## src/shared/atc_pkg.sv

```systemverilog
`default_nettype none

package atc_pkg;

  // Register indices; the byte address of each register is four times its index.
  localparam logic [7:0] IDX_CONTROL     = 8'h88;
  localparam logic [7:0] IDX_COUNT_LOW   = 8'h8a;
  localparam logic [7:0] IDX_RELOAD_LOW  = 8'h8b;
  localparam logic [7:0] IDX_COUNT_HIGH  = 8'h8c;
  localparam logic [7:0] IDX_RELOAD_HIGH = 8'h8d;
  localparam logic [7:0] IDX_INT_STATUS  = 8'h90;
  localparam logic [7:0] IDX_INT_MASK    = 8'h91;

  // Field positions in the timer control register.
  localparam int BIT_PIN_QUALIFY   = 7;
  localparam int BIT_COUNT_SOURCE  = 6;
  localparam int BIT_OVERFLOW      = 5;
  localparam int BIT_RUN           = 4;
  localparam int BIT_A_EDGE_FLAG   = 3;
  localparam int BIT_A_TRIGGER     = 2;
  localparam int BIT_B_EDGE_FLAG   = 1;
  localparam int BIT_B_TRIGGER     = 0;

  // Field positions in the interrupt status and mask registers.
  localparam int IRQ_OVERFLOW = 0;
  localparam int IRQ_A_EDGE   = 1;
  localparam int IRQ_B_EDGE   = 2;
  localparam int IRQ_BITS     = 3;

  // Reset values.
  localparam logic [7:0]  RST_CONTROL = 8'h00;
  localparam logic [7:0]  RST_BYTE    = 8'h00;
  localparam logic [2:0]  RST_IRQ     = 3'h0;

  // Machine cycle: oscillator clocks per cycle and the phase of the count pin sample.
  localparam int MACHINE_CYCLE_CLOCKS = 12;
  localparam int SAMPLE_PHASE         = 6;

  // Word index taken from an APB byte address.
  function automatic logic [7:0] atc_index(input logic [11:0] addr);
    atc_index = addr[9:2];
  endfunction

endpackage

`default_nettype wire

```

## src/core/atc_cycle_gen.sv

```systemverilog
`timescale 1ns/1ps
`default_nettype none

module atc_cycle_gen #(
  parameter int CLOCKS = atc_pkg::MACHINE_CYCLE_CLOCKS,
  parameter int PHASE  = atc_pkg::SAMPLE_PHASE
) (
  input  wire logic pclk,
  input  wire logic presetn,
  output logic      strobe
);

  localparam int CW = $clog2(CLOCKS);
  localparam logic [CW-1:0] LAST  = CW'(CLOCKS - 1);
  localparam logic [CW-1:0] PH    = CW'(PHASE);

  logic [CW-1:0] phase_reg;
  logic [CW-1:0] phase_next;
  logic          strobe_next;

  // Phase counter wraps once per machine cycle; the strobe marks one fixed phase.
  always_comb
  begin
    phase_next  = (phase_reg == LAST) ? '0 : phase_reg + CW'(1);
    strobe_next = (phase_next == PH);
  end

  always_ff @(posedge pclk or negedge presetn)
  begin
    if (!presetn)
    begin
      phase_reg <= '0;
      strobe    <= 1'b0;
    end
    else
    begin
      phase_reg <= phase_next;
      strobe    <= strobe_next;
    end
  end

endmodule
`default_nettype wire

```

## src/core/atc_sync2.sv

```systemverilog
`timescale 1ns/1ps
`default_nettype none

module atc_sync2 #(
  parameter int WIDTH = 3
) (
  input  wire logic             pclk,
  input  wire logic             presetn,
  input  wire logic [WIDTH-1:0] d,
  output logic      [WIDTH-1:0] q
);

  logic [WIDTH-1:0] meta_reg;

  // Two stages; only the second stage is ever read outside.
  always_ff @(posedge pclk or negedge presetn)
  begin
    if (!presetn)
    begin
      meta_reg <= '0;
      q        <= '0;
    end
    else
    begin
      meta_reg <= d;
      q        <= meta_reg;
    end
  end

endmodule
`default_nettype wire

```

## src/core/atc_timer.sv

```systemverilog
// Contract
// - In counter mode the count pin is sampled once per machine cycle at one fixed phase.
// - With pin-qualify set, counting runs only while request pin A is high and run is set.
// - With pin-qualify clear, counting runs whenever run is set, whatever pin A does.
// - Count-source set counts count-pin falling (high-to-low) transitions, clear counts oscillator over twelve.
// - The counter advances while run is set and holds while it is clear.
// - The 16-bit count increments per tick and on overflow loads the unchanged reload pair.
// - Overflow sets the overflow flag, which requests an interrupt when enabled.
// - The overflow flag clears when the timer interrupt is vectored, and on reset.
// - Control holds edge flag A at bit 3, trigger A at 2, edge flag B at 1, trigger B at 0.
`timescale 1ns/1ps
`default_nettype none

module atc_timer (
  input  wire logic        pclk,
  input  wire logic        presetn,
  input  wire logic        psel,
  input  wire logic        penable,
  input  wire logic        pwrite,
  input  wire logic [11:0] paddr,
  input  wire logic [31:0] pwdata,
  input  wire logic [3:0]  pstrb,
  output logic      [31:0] prdata,
  output logic             pready,
  output logic             pslverr,
  input  wire logic        count_input_pin,
  input  wire logic        ext_request_pin_a,
  input  wire logic        ext_request_pin_b,
  input  wire logic        timer_vector_ack,
  input  wire logic        ext_a_vector_ack,
  input  wire logic        ext_b_vector_ack,
  output logic             timer_request,
  output logic             ext_request_a,
  output logic             ext_request_b,
  output logic             irq
);

  logic [2:0]  pins_s;
  logic        sample_strobe;
  logic        pin_count_s;
  logic        pin_a_s;
  logic        pin_b_s;

  logic [7:0]  control_reg;
  logic [7:0]  control_next;
  logic [15:0] count_reg;
  logic [15:0] count_next;
  logic [7:0]  reload_low_reg;
  logic [7:0]  reload_low_next;
  logic [7:0]  reload_high_reg;
  logic [7:0]  reload_high_next;
  logic [2:0]  int_status_reg;
  logic [2:0]  int_status_next;
  logic [2:0]  int_mask_reg;
  logic [2:0]  int_mask_next;
  logic        count_sample_reg;
  logic        count_sample_next;
  logic        pin_a_prev_reg;
  logic        pin_b_prev_reg;

  logic [31:0] prdata_next;
  logic        pready_next;
  logic        pslverr_next;
  logic        timer_request_next;
  logic        ext_request_a_next;
  logic        ext_request_b_next;
  logic        irq_next;

  logic [7:0]  index;
  logic        wr_go;
  logic        lane0;
  logic        mapped;
  logic        wr_control;
  logic        wr_count_low;
  logic        wr_count_high;
  logic        wr_reload_low;
  logic        wr_reload_high;
  logic        enable;
  logic        count_edge;
  logic        tick;
  logic        overflow_event;
  logic        fall_a;
  logic        fall_b;
  logic        edge_a_event;
  logic        edge_b_event;
  logic [2:0]  events;

  // Pins come from outside the clock domain, so each passes two flip-flops first.
  atc_sync2 #(
    .WIDTH (3)
  ) u_sync (
    .pclk    (pclk),
    .presetn (presetn),
    .d       ({count_input_pin, ext_request_pin_a, ext_request_pin_b}),
    .q       (pins_s)
  );

  // Machine cycle timing; the oscillator is pclk itself.
  atc_cycle_gen #(
    .CLOCKS (atc_pkg::MACHINE_CYCLE_CLOCKS),
    .PHASE  (atc_pkg::SAMPLE_PHASE)
  ) u_cycle (
    .pclk    (pclk),
    .presetn (presetn),
    .strobe  (sample_strobe)
  );

  assign pin_count_s = pins_s[2];
  assign pin_a_s     = pins_s[1];
  assign pin_b_s     = pins_s[0];

  // Bus decode; a write lands only in the access cycle with pready high.
  always_comb
  begin
    index          = atc_pkg::atc_index(paddr);
    wr_go          = psel & penable & pwrite & pready;
    lane0          = pstrb[0];
    mapped         = (index == atc_pkg::IDX_CONTROL) | (index == atc_pkg::IDX_COUNT_LOW) |
                     (index == atc_pkg::IDX_COUNT_HIGH) | (index == atc_pkg::IDX_RELOAD_LOW) |
                     (index == atc_pkg::IDX_RELOAD_HIGH) | (index == atc_pkg::IDX_INT_STATUS) |
                     (index == atc_pkg::IDX_INT_MASK);
    wr_control     = wr_go & lane0 & (index == atc_pkg::IDX_CONTROL);
    wr_count_low   = wr_go & lane0 & (index == atc_pkg::IDX_COUNT_LOW);
    wr_count_high  = wr_go & lane0 & (index == atc_pkg::IDX_COUNT_HIGH);
    wr_reload_low  = wr_go & lane0 & (index == atc_pkg::IDX_RELOAD_LOW);
    wr_reload_high = wr_go & lane0 & (index == atc_pkg::IDX_RELOAD_HIGH);
  end

  // Tick and event detection. The count pin is looked at only on the strobe, so a pulse
  // shorter than a machine cycle can be missed; that is the price of cycle sampling.
  always_comb
  begin
    count_sample_next = sample_strobe ? pin_count_s : count_sample_reg;
    count_edge        = sample_strobe & count_sample_reg & ~pin_count_s;
    enable            = control_reg[atc_pkg::BIT_RUN] &
                        (~control_reg[atc_pkg::BIT_PIN_QUALIFY] | pin_a_s);
    tick              = enable & (control_reg[atc_pkg::BIT_COUNT_SOURCE] ?
                                  count_edge : sample_strobe);
    overflow_event    = tick & (count_reg == 16'hffff);
    fall_a            = pin_a_prev_reg & ~pin_a_s;
    fall_b            = pin_b_prev_reg & ~pin_b_s;
    edge_a_event      = fall_a & control_reg[atc_pkg::BIT_A_TRIGGER];
    edge_b_event      = fall_b & control_reg[atc_pkg::BIT_B_TRIGGER];
    events            = 3'h0;
    events[atc_pkg::IRQ_OVERFLOW] = overflow_event;
    events[atc_pkg::IRQ_A_EDGE]   = edge_a_event;
    events[atc_pkg::IRQ_B_EDGE]   = edge_b_event;
  end

  // Counter and reload pair. A software byte write wins over a tick in the same cycle.
  always_comb
  begin
    count_next       = count_reg;
    reload_low_next  = reload_low_reg;
    reload_high_next = reload_high_reg;
    if (overflow_event)
      count_next = {reload_high_reg, reload_low_reg};
    else if (tick)
      count_next = count_reg + 16'h0001;
    if (wr_count_low)
      count_next[7:0] = pwdata[7:0];
    if (wr_count_high)
      count_next[15:8] = pwdata[7:0];
    if (wr_reload_low)
      reload_low_next = pwdata[7:0];
    if (wr_reload_high)
      reload_high_next = pwdata[7:0];
  end

  // Control register: clears are applied first so that a hardware set in the same cycle wins.
  always_comb
  begin
    control_next = control_reg;
    if (wr_control)
      control_next = pwdata[7:0];
    if (timer_vector_ack)
      control_next[atc_pkg::BIT_OVERFLOW] = 1'b0;
    if (ext_a_vector_ack & control_reg[atc_pkg::BIT_A_TRIGGER])
      control_next[atc_pkg::BIT_A_EDGE_FLAG] = 1'b0;
    if (ext_b_vector_ack & control_reg[atc_pkg::BIT_B_TRIGGER])
      control_next[atc_pkg::BIT_B_EDGE_FLAG] = 1'b0;
    if (overflow_event)
      control_next[atc_pkg::BIT_OVERFLOW] = 1'b1;
    if (edge_a_event)
      control_next[atc_pkg::BIT_A_EDGE_FLAG] = 1'b1;
    if (edge_b_event)
      control_next[atc_pkg::BIT_B_EDGE_FLAG] = 1'b1;
  end

  // Sticky status, write one to clear, set wins; mask gates the single interrupt line.
  always_comb
  begin
    int_status_next = int_status_reg;
    int_mask_next   = int_mask_reg;
    if (wr_go & lane0 & (index == atc_pkg::IDX_INT_STATUS))
      int_status_next = int_status_reg & ~pwdata[2:0];
    if (wr_go & lane0 & (index == atc_pkg::IDX_INT_MASK))
      int_mask_next = pwdata[2:0];
    int_status_next = int_status_next | events;
    irq_next        = |(int_status_next & int_mask_next);
    // Level-triggered requests follow the active-low pin directly.
    timer_request_next = control_next[atc_pkg::BIT_OVERFLOW];
    ext_request_a_next = control_next[atc_pkg::BIT_A_TRIGGER] ?
                         control_next[atc_pkg::BIT_A_EDGE_FLAG] : ~pin_a_s;
    ext_request_b_next = control_next[atc_pkg::BIT_B_TRIGGER] ?
                         control_next[atc_pkg::BIT_B_EDGE_FLAG] : ~pin_b_s;
  end

  // APB answer: data captured in the setup cycle, pready high for the whole access cycle.
  always_comb
  begin
    pready_next  = psel & ~penable;
    pslverr_next = psel & ~penable & ~mapped;
    prdata_next  = 32'h0000_0000;
    if (psel & ~penable & ~pwrite)
    begin
      unique case (index)
        atc_pkg::IDX_CONTROL:     prdata_next[7:0] = control_reg;
        atc_pkg::IDX_COUNT_LOW:   prdata_next[7:0] = count_reg[7:0];
        atc_pkg::IDX_COUNT_HIGH:  prdata_next[7:0] = count_reg[15:8];
        atc_pkg::IDX_RELOAD_LOW:  prdata_next[7:0] = reload_low_reg;
        atc_pkg::IDX_RELOAD_HIGH: prdata_next[7:0] = reload_high_reg;
        atc_pkg::IDX_INT_STATUS:  prdata_next[2:0] = int_status_reg;
        atc_pkg::IDX_INT_MASK:    prdata_next[2:0] = int_mask_reg;
        default:                  prdata_next      = 32'h0000_0000;
      endcase
    end
  end

  // All state registers; reset clears every flag, the overflow flag included.
  always_ff @(posedge pclk or negedge presetn)
  begin
    if (!presetn)
    begin
      control_reg      <= atc_pkg::RST_CONTROL;
      count_reg        <= {atc_pkg::RST_BYTE, atc_pkg::RST_BYTE};
      reload_low_reg   <= atc_pkg::RST_BYTE;
      reload_high_reg  <= atc_pkg::RST_BYTE;
      int_status_reg   <= atc_pkg::RST_IRQ;
      int_mask_reg     <= atc_pkg::RST_IRQ;
      count_sample_reg <= 1'b0;
      pin_a_prev_reg   <= 1'b0;
      pin_b_prev_reg   <= 1'b0;
      prdata           <= 32'h0000_0000;
      pready           <= 1'b0;
      pslverr          <= 1'b0;
      timer_request    <= 1'b0;
      ext_request_a    <= 1'b0;
      ext_request_b    <= 1'b0;
      irq              <= 1'b0;
    end
    else
    begin
      control_reg      <= control_next;
      count_reg        <= count_next;
      reload_low_reg   <= reload_low_next;
      reload_high_reg  <= reload_high_next;
      int_status_reg   <= int_status_next;
      int_mask_reg     <= int_mask_next;
      count_sample_reg <= count_sample_next;
      pin_a_prev_reg   <= pin_a_s;
      pin_b_prev_reg   <= pin_b_s;
      prdata           <= prdata_next;
      pready           <= pready_next;
      pslverr          <= pslverr_next;
      timer_request    <= timer_request_next;
      ext_request_a    <= ext_request_a_next;
      ext_request_b    <= ext_request_b_next;
      irq              <= irq_next;
    end
  end
endmodule
`default_nettype wire

```

## config.mk

```make
export PLATFORM = sky130hd
export DESIGN_NAME = atc_timer
export DESIGN_NICKNAME = d
export VERILOG_FILES = /design/src/shared/atc_pkg.sv /design/src/core/atc_cycle_gen.sv /design/src/core/atc_sync2.sv /design/src/core/atc_timer.sv
export SDC_FILE = /design/constraint.sdc
export NUM_CORES = 1
export LEC_CHECK = 0
export ABC_AREA = 0
export BUFFER_PORTS_ARGS = -buffer_cell sky130_fd_sc_hd__buf_2
export CORE_MARGIN = 4
export CORE_UTILIZATION = 56
export CTS_BUF_LIST = sky130_fd_sc_hd__clkbuf_2 sky130_fd_sc_hd__clkbuf_4 sky130_fd_sc_hd__clkbuf_8
export DETAILED_ROUTE_END_ITERATION = 8
export HOLD_SLACK_MARGIN = 0.03
export PLACE_DENSITY = 0.86
export SYNTH_ARGS = -nofsm -noshare
export SYNTH_HDL_FRONTEND = slang
export SYNTH_SLANG_ARGS = --single-unit
```

## constraint.sdc

```tcl
create_clock -name pclk -period 2.64 [get_ports pclk]
set_input_delay 0.528 -clock pclk [delete_from_list [all_inputs] [get_ports pclk]]
set_output_delay 0.528 -clock pclk [all_outputs]
set_load 0.1 [all_outputs]
```

After elaboration in Yosys (flattened, before gate mapping)
Index checks and enable logic that the tools add are counted.
- mux-type cells: 20
- equality and inequality tests: 10
- reductions and logical operators: 3
- bitwise logic cells: 43
- add/sub/neg operators: 2
- operator list (cell ; number):
    == test 8 bit (second input constant) ; 7
    two-way mux 16 bit ; 2
    bitwise AND 1 bit ; 25
    case mux 5 bit (5 select lines) ; 1
    two-way mux 8 bit ; 3
    case mux 3 bit (7 select lines) ; 1
    adder 16 x 1 -> 16 bit (second input constant) ; 1
    == test 16 bit (second input constant) ; 1
    two-way mux 1 bit ; 9
    NOT 1 bit ; 7
    bitwise OR 1 bit ; 7
    bitwise AND 3 bit ; 2
    two-way mux 3 bit ; 2
    two-way mux 6 bit ; 1
    nonzero test 3 bit ; 2
    adder 4 x 1 -> 4 bit (second input constant) ; 1
    == test 4 x 3 -> 1 bit (second input constant) ; 1
    == test 4 bit (second input constant) ; 1
    two-way mux 4 bit ; 1
    NOT 3 bit ; 1
    bitwise OR 3 bit ; 1
    OR reduction 3 bit ; 1
- word-level logic and storage cells: 100
- bits in registers: 98
- output and inout port bits: 38

Longest topological paths before layout
- depth in word-level cells: 9
- gate-level depth with buffers: 7
- gate-level depth less buffers: 6

Cells and area by module
A second synthesis with hierarchy kept.
- cell total of the unflattened synthesis: 407
- area total of the unflattened synthesis: 3991.3 µm²
- modules (own cells, without submodules) (module ; cells each ; area each (µm²) ; instances ; seq. area each (µm²)):
    atc_timer ; 380 ; 3612.2 ; 1 ; 1551.5
    atc_cycle_gen ; 21 ; 229.0 ; 1 ; 125.1
    atc_sync2 ; 6 ; 150.1 ; 1 ; 150.1

Worst setup path before layout
Ideal clock, no wire load.
- path kind: flip-flop to flip-flop
- start point: register pready
- end point: register reload_high_reg[0]
- data required time: 2515 ps
- buffers on the path: 1
- clock period less this slack: 2387 ps
- cell stages (with the launch flop): 6
- setup slack: 253 ps
- arrival time: 2262 ps
- cells stage by stage: dfrtp_1 > and2_1 > clkbuf_1 > nand4_4 > nor4_4 > mux2_2
- longest elaborated chain between the ends: 3
- RTL lines (what ; line ; RTL):
    from (decl) ; atc_timer.sv:24 ; output logic pready,
    from (signal assigned) ; atc_timer.sv:264 ; pready <= pready_next;
    bitwise AND 1 bit ; atc_timer.sv:116 ; wr_go = psel & penable & pwrite & pready;
    bitwise AND 1 bit (2 in series) ; atc_timer.sv:126 ; wr_reload_high = wr_go & lane0 & (index == atc_pkg::IDX_RELOAD_HIGH);
    to (signal assigned) ; atc_timer.sv:238 ; reload_high_reg <= atc_pkg::RST_BYTE;
    to (signal assigned) ; atc_timer.sv:257 ; reload_high_reg <= reload_high_next;
    to (decl) ; atc_timer.sv:50 ; logic [7:0] reload_high_reg;
No other way between the ends.
A chain may end at the register's enable or synchronous reset.

Worst setup path after layout
- start point: register count_reg[0]
- end point: register count_reg[15]
- longest elaborated chain between the ends: 4
- elaborated cells between the ends (all ways): 7
- those cells by class: add/sub: 1; eq/ne: 1; mux: 3; bitwise: 1; reduce/logical: 1
- RTL lines (what ; line ; RTL):
    from (decl) ; atc_timer.sv:46 ; logic [15:0] count_reg;
    from (signal assigned) ; atc_timer.sv:236 ; count_reg <= {atc_pkg::RST_BYTE, atc_pkg::RST_BYTE};
    from (signal assigned) ; atc_timer.sv:255 ; count_reg <= count_next;
    adder 16 x 1 -> 16 bit / == test 16 bit (equally long branches) ; atc_timer.sv:159, atc_timer.sv:139 ;
    two-way mux 16 bit / bitwise AND 1 bit (equally long branches) ; atc_timer.sv:158, atc_timer.sv:139 ;
    two-way mux 16 bit ; atc_timer.sv:156 ; if (overflow_event)
    two-way mux 8 bit ; atc_timer.sv:162 ; if (wr_count_high)
Several ways; a longest one is shown, not always the timed one. The select of a mux whose other input is x is not followed.

==> results.cfg <==
[sta]
tightest_slew_ns = 0.5712
hold_violations = 0
timing.final.crit_share = 0.8165
final.setup.tns_ns = 0
setup_viol = 0
slew_violations = 0
skew_ns = 0.007923
max-slew-margin-rel = 0.6164
fmax_ghz = 0.4639
rsz0062_at_grt = no
min_period_ns = 2.156

[drt]
dr.pass1.iters = 5
wl_per_cell_um = 17.67
drt_iter0_markers = 441
routed_via_density = 6.084
drc_errors = 0
antenna_left = 0
vias = 3322
drt-total-wl_mm = 9.650

[synth]
ys_warn_count = 0
synth_seq_cells = 73
yosys.area_share.simple = 0.2060
synth_edf_count = 0
synth_cell_types = 68
synth_area_mm2 = 0.004063
async_reset_ff_frac = 1.000
synth_top_family_by_area = simple AND/OR/NAND/NOR gates
muxShareOfSynthArea = 0.1149
ys.flop_type = dfrtp_1
synth_compound_area_frac = 0.1389
synth_fa_ha_area_frac = 0.009239
avgSynthCellArea_um2 = 10.13
seq_area_frac_synth = 0.4496
netlist_instances = 401
synth_xor_area_frac = 0.006468

[setup_path]
path_class = reg -> reg
endpoint_kind = flop
worst_path_dominant_cell_family = simple AND/OR/NAND/NOR gates
cp_cell_sequence = ha_1 > and3_4 > nand2_2 > nor4_4 > mux2_2 > a221o_1
worst-path-buf-inv = 0
crit_required_ns = 2.89
worst_ep_arrival_time_ns = 2.41
slowest_delay_ns = 0.45
slowest_stage = dfrtp_1
critPathLaunchType = flop
crit_fanout = 7

[clock_network]
cts.htree.levels = 3
numCtsBuffers = 9
cts_setup_buffers = 0
cts_root_buf = clkbuf_8
cts_buffer_depth = 2
cts_sinks = 73
hold_buffers = 0
cts.clk_slew.worst_paths_ns = 0.08
ctsResizeCount = 0
cts_tree = yes
clock_latency_ns = 0.36

[final_layout]
final_net_count = 507
drive_gt1_frac = 0.2667
area_delta_synth_final_pct = 11.09
fin_cells = 546
largest_register_ff_count = 16
diodes = 0

[global_route]
grt_max_degree = 37
grt_remaining_overflow = 0
grt_pass1_wl_mm = 15.62
antenna_found_initial = 0
first_global_vias = 3200
grt_util_all_layers = 0.2291

[floorplanning]
coreArea_mm2 = 0.006907
fp.dieH_um = 93.18
rows = 30
die_area_mm2 = 0.008682
io_pins = 97
die-width_um = 93.18
start_util = 0.5882

[placed_design]
post-dp-hpwl_mm = 7.060
place_congestion = 0.9055
dpl.cell_count = 530
portBuffers = 41

[flow_run]
cap_viol_max_count = 0

[power]
peakVddDrop_v = 0.0004350
leakagePower_nw = 2.016
powerDensity_mw_per_mm2 = 528.6

[min_path]
hp-class = in -> async

[run_status]
status = finished clean
[through the flow]
stage | instance area [µm²] | hold WS, ns | setup WS [ns] | total power [mW] | util
after floorplan | 4149 | 0.2324 | 0.2529 | 1.428 | -
after global placement | 4303 | 0.3328 | 0.4086 | 1.476 | 0.6230
after detailed placement | 4303 | 0.3380 | 0.3935 | 1.480 | 0.6230
after CTS | 4513 | 0.03589 | 0.4842 | 2.402 | 0.6534
after global routing | 4513 | 0.03427 | 0.3372 | 2.469 | 0.6534
final | 4513 | 0.03813 | 0.4843 | 2.386 | 0.6534
[power by group]
| part | internal (mW) | total (mW) | leakage (nW) | switching, mW |
|---|---|---|---|---|
| sequential | 1.13 | 1.14 | 0.895 | 0.00903 |
| clock | 0.473 | 0.924 | 0.104 | 0.451 |
| combinational | 0.0527 | 0.321 | 1.02 | 0.269 |
[worst paths after layout]
path	start	to	slack, ns	depth (start not counted)
max	count_reg[0]	count_reg[15]	0.48	6
min	presetn	prdata[5]	0.04	1
max reg2reg	count_reg[0]	count_reg[15]	0.48	6
min reg2reg	u_sync.meta_reg[1]	u_sync.q[1]	0.36	0
max in group asynchronous	presetn	pslverr	1.97	2
min in group pclk	ext_request_pin_b	u_sync.meta_reg[0]	0.26	1
[routing by layer]
metal,vias up,GRT usage,part of all wire
met3,15,0.04907,0.084
met2,172,0.3635,0.49
met4,0,0.07448,0.014
met5,-,0,0
li1,1521,-,-
met1,1614,0.3144,0.41
[area by class of cell]
type                       instances  area, µm²
fill                             533       2394
multi-input combinational        299       2022
sequential                        73       1827
timing repair buffer              51      292.8
clock buffer                      10      137.6
tap                               96      120.1
clock inverter                     6      72.57
inverter                          11      41.29
[kinds of logic (layout without fill, tap and decap cells)]
group / after synthesis / count (layout)
DFF: 73 / 73
AOI/OAI and AO/OA: 82 / 82
adders and majority gates: 3 / 3
muxes: 42 / 42
and+or+nand+nor: 145 / 145
other: 1 / 24
buffers and inverters: 52 / 78
xor gates and xnor gates: 3 / 3
[cell usage in the layout (no fill, tap or decap), types with 3 or more instances in the layout]
cell       n
a31oi_1   14
dfrtp_1   73
nand2b_1   3
inv_6      3
nand4_1    8
nand3_1   16
mux2_2    36
mux2i_1    5
nor3_1     7
and3_1     8
buf_2     41
a21oi_1   14
a41oi_1    3
nand2_1   42
o31ai_1    7
ha_1       3
and2_1     4
buf_4      9
nor4_1     3
conb_1    24
a211oi_1   3
nor2_1    25
o211ai_1   3
a22oi_1    8
o21ai_0   11
a32oi_1    4
inv_1     11
nor2b_1    3
clkbuf_8  10
[synthesized netlist by cell type, drive strengths merged, types with 10 or more instances]
library cell | number | area share
mux2 | 37 | 0.10
nand4 | 10 | 0.021
buf | 33 | 0.056
a21oi | 14 | 0.017
o21ai | 12 | 0.015
nand2 | 43 | 0.040
dfrtp | 73 | 0.45
nand3 | 16 | 0.020
nor2 | 26 | 0.025
inv | 11 | 0.010
a31oi | 14 | 0.022
and3 | 10 | 0.017
Power figures use the tool's default switching activity.
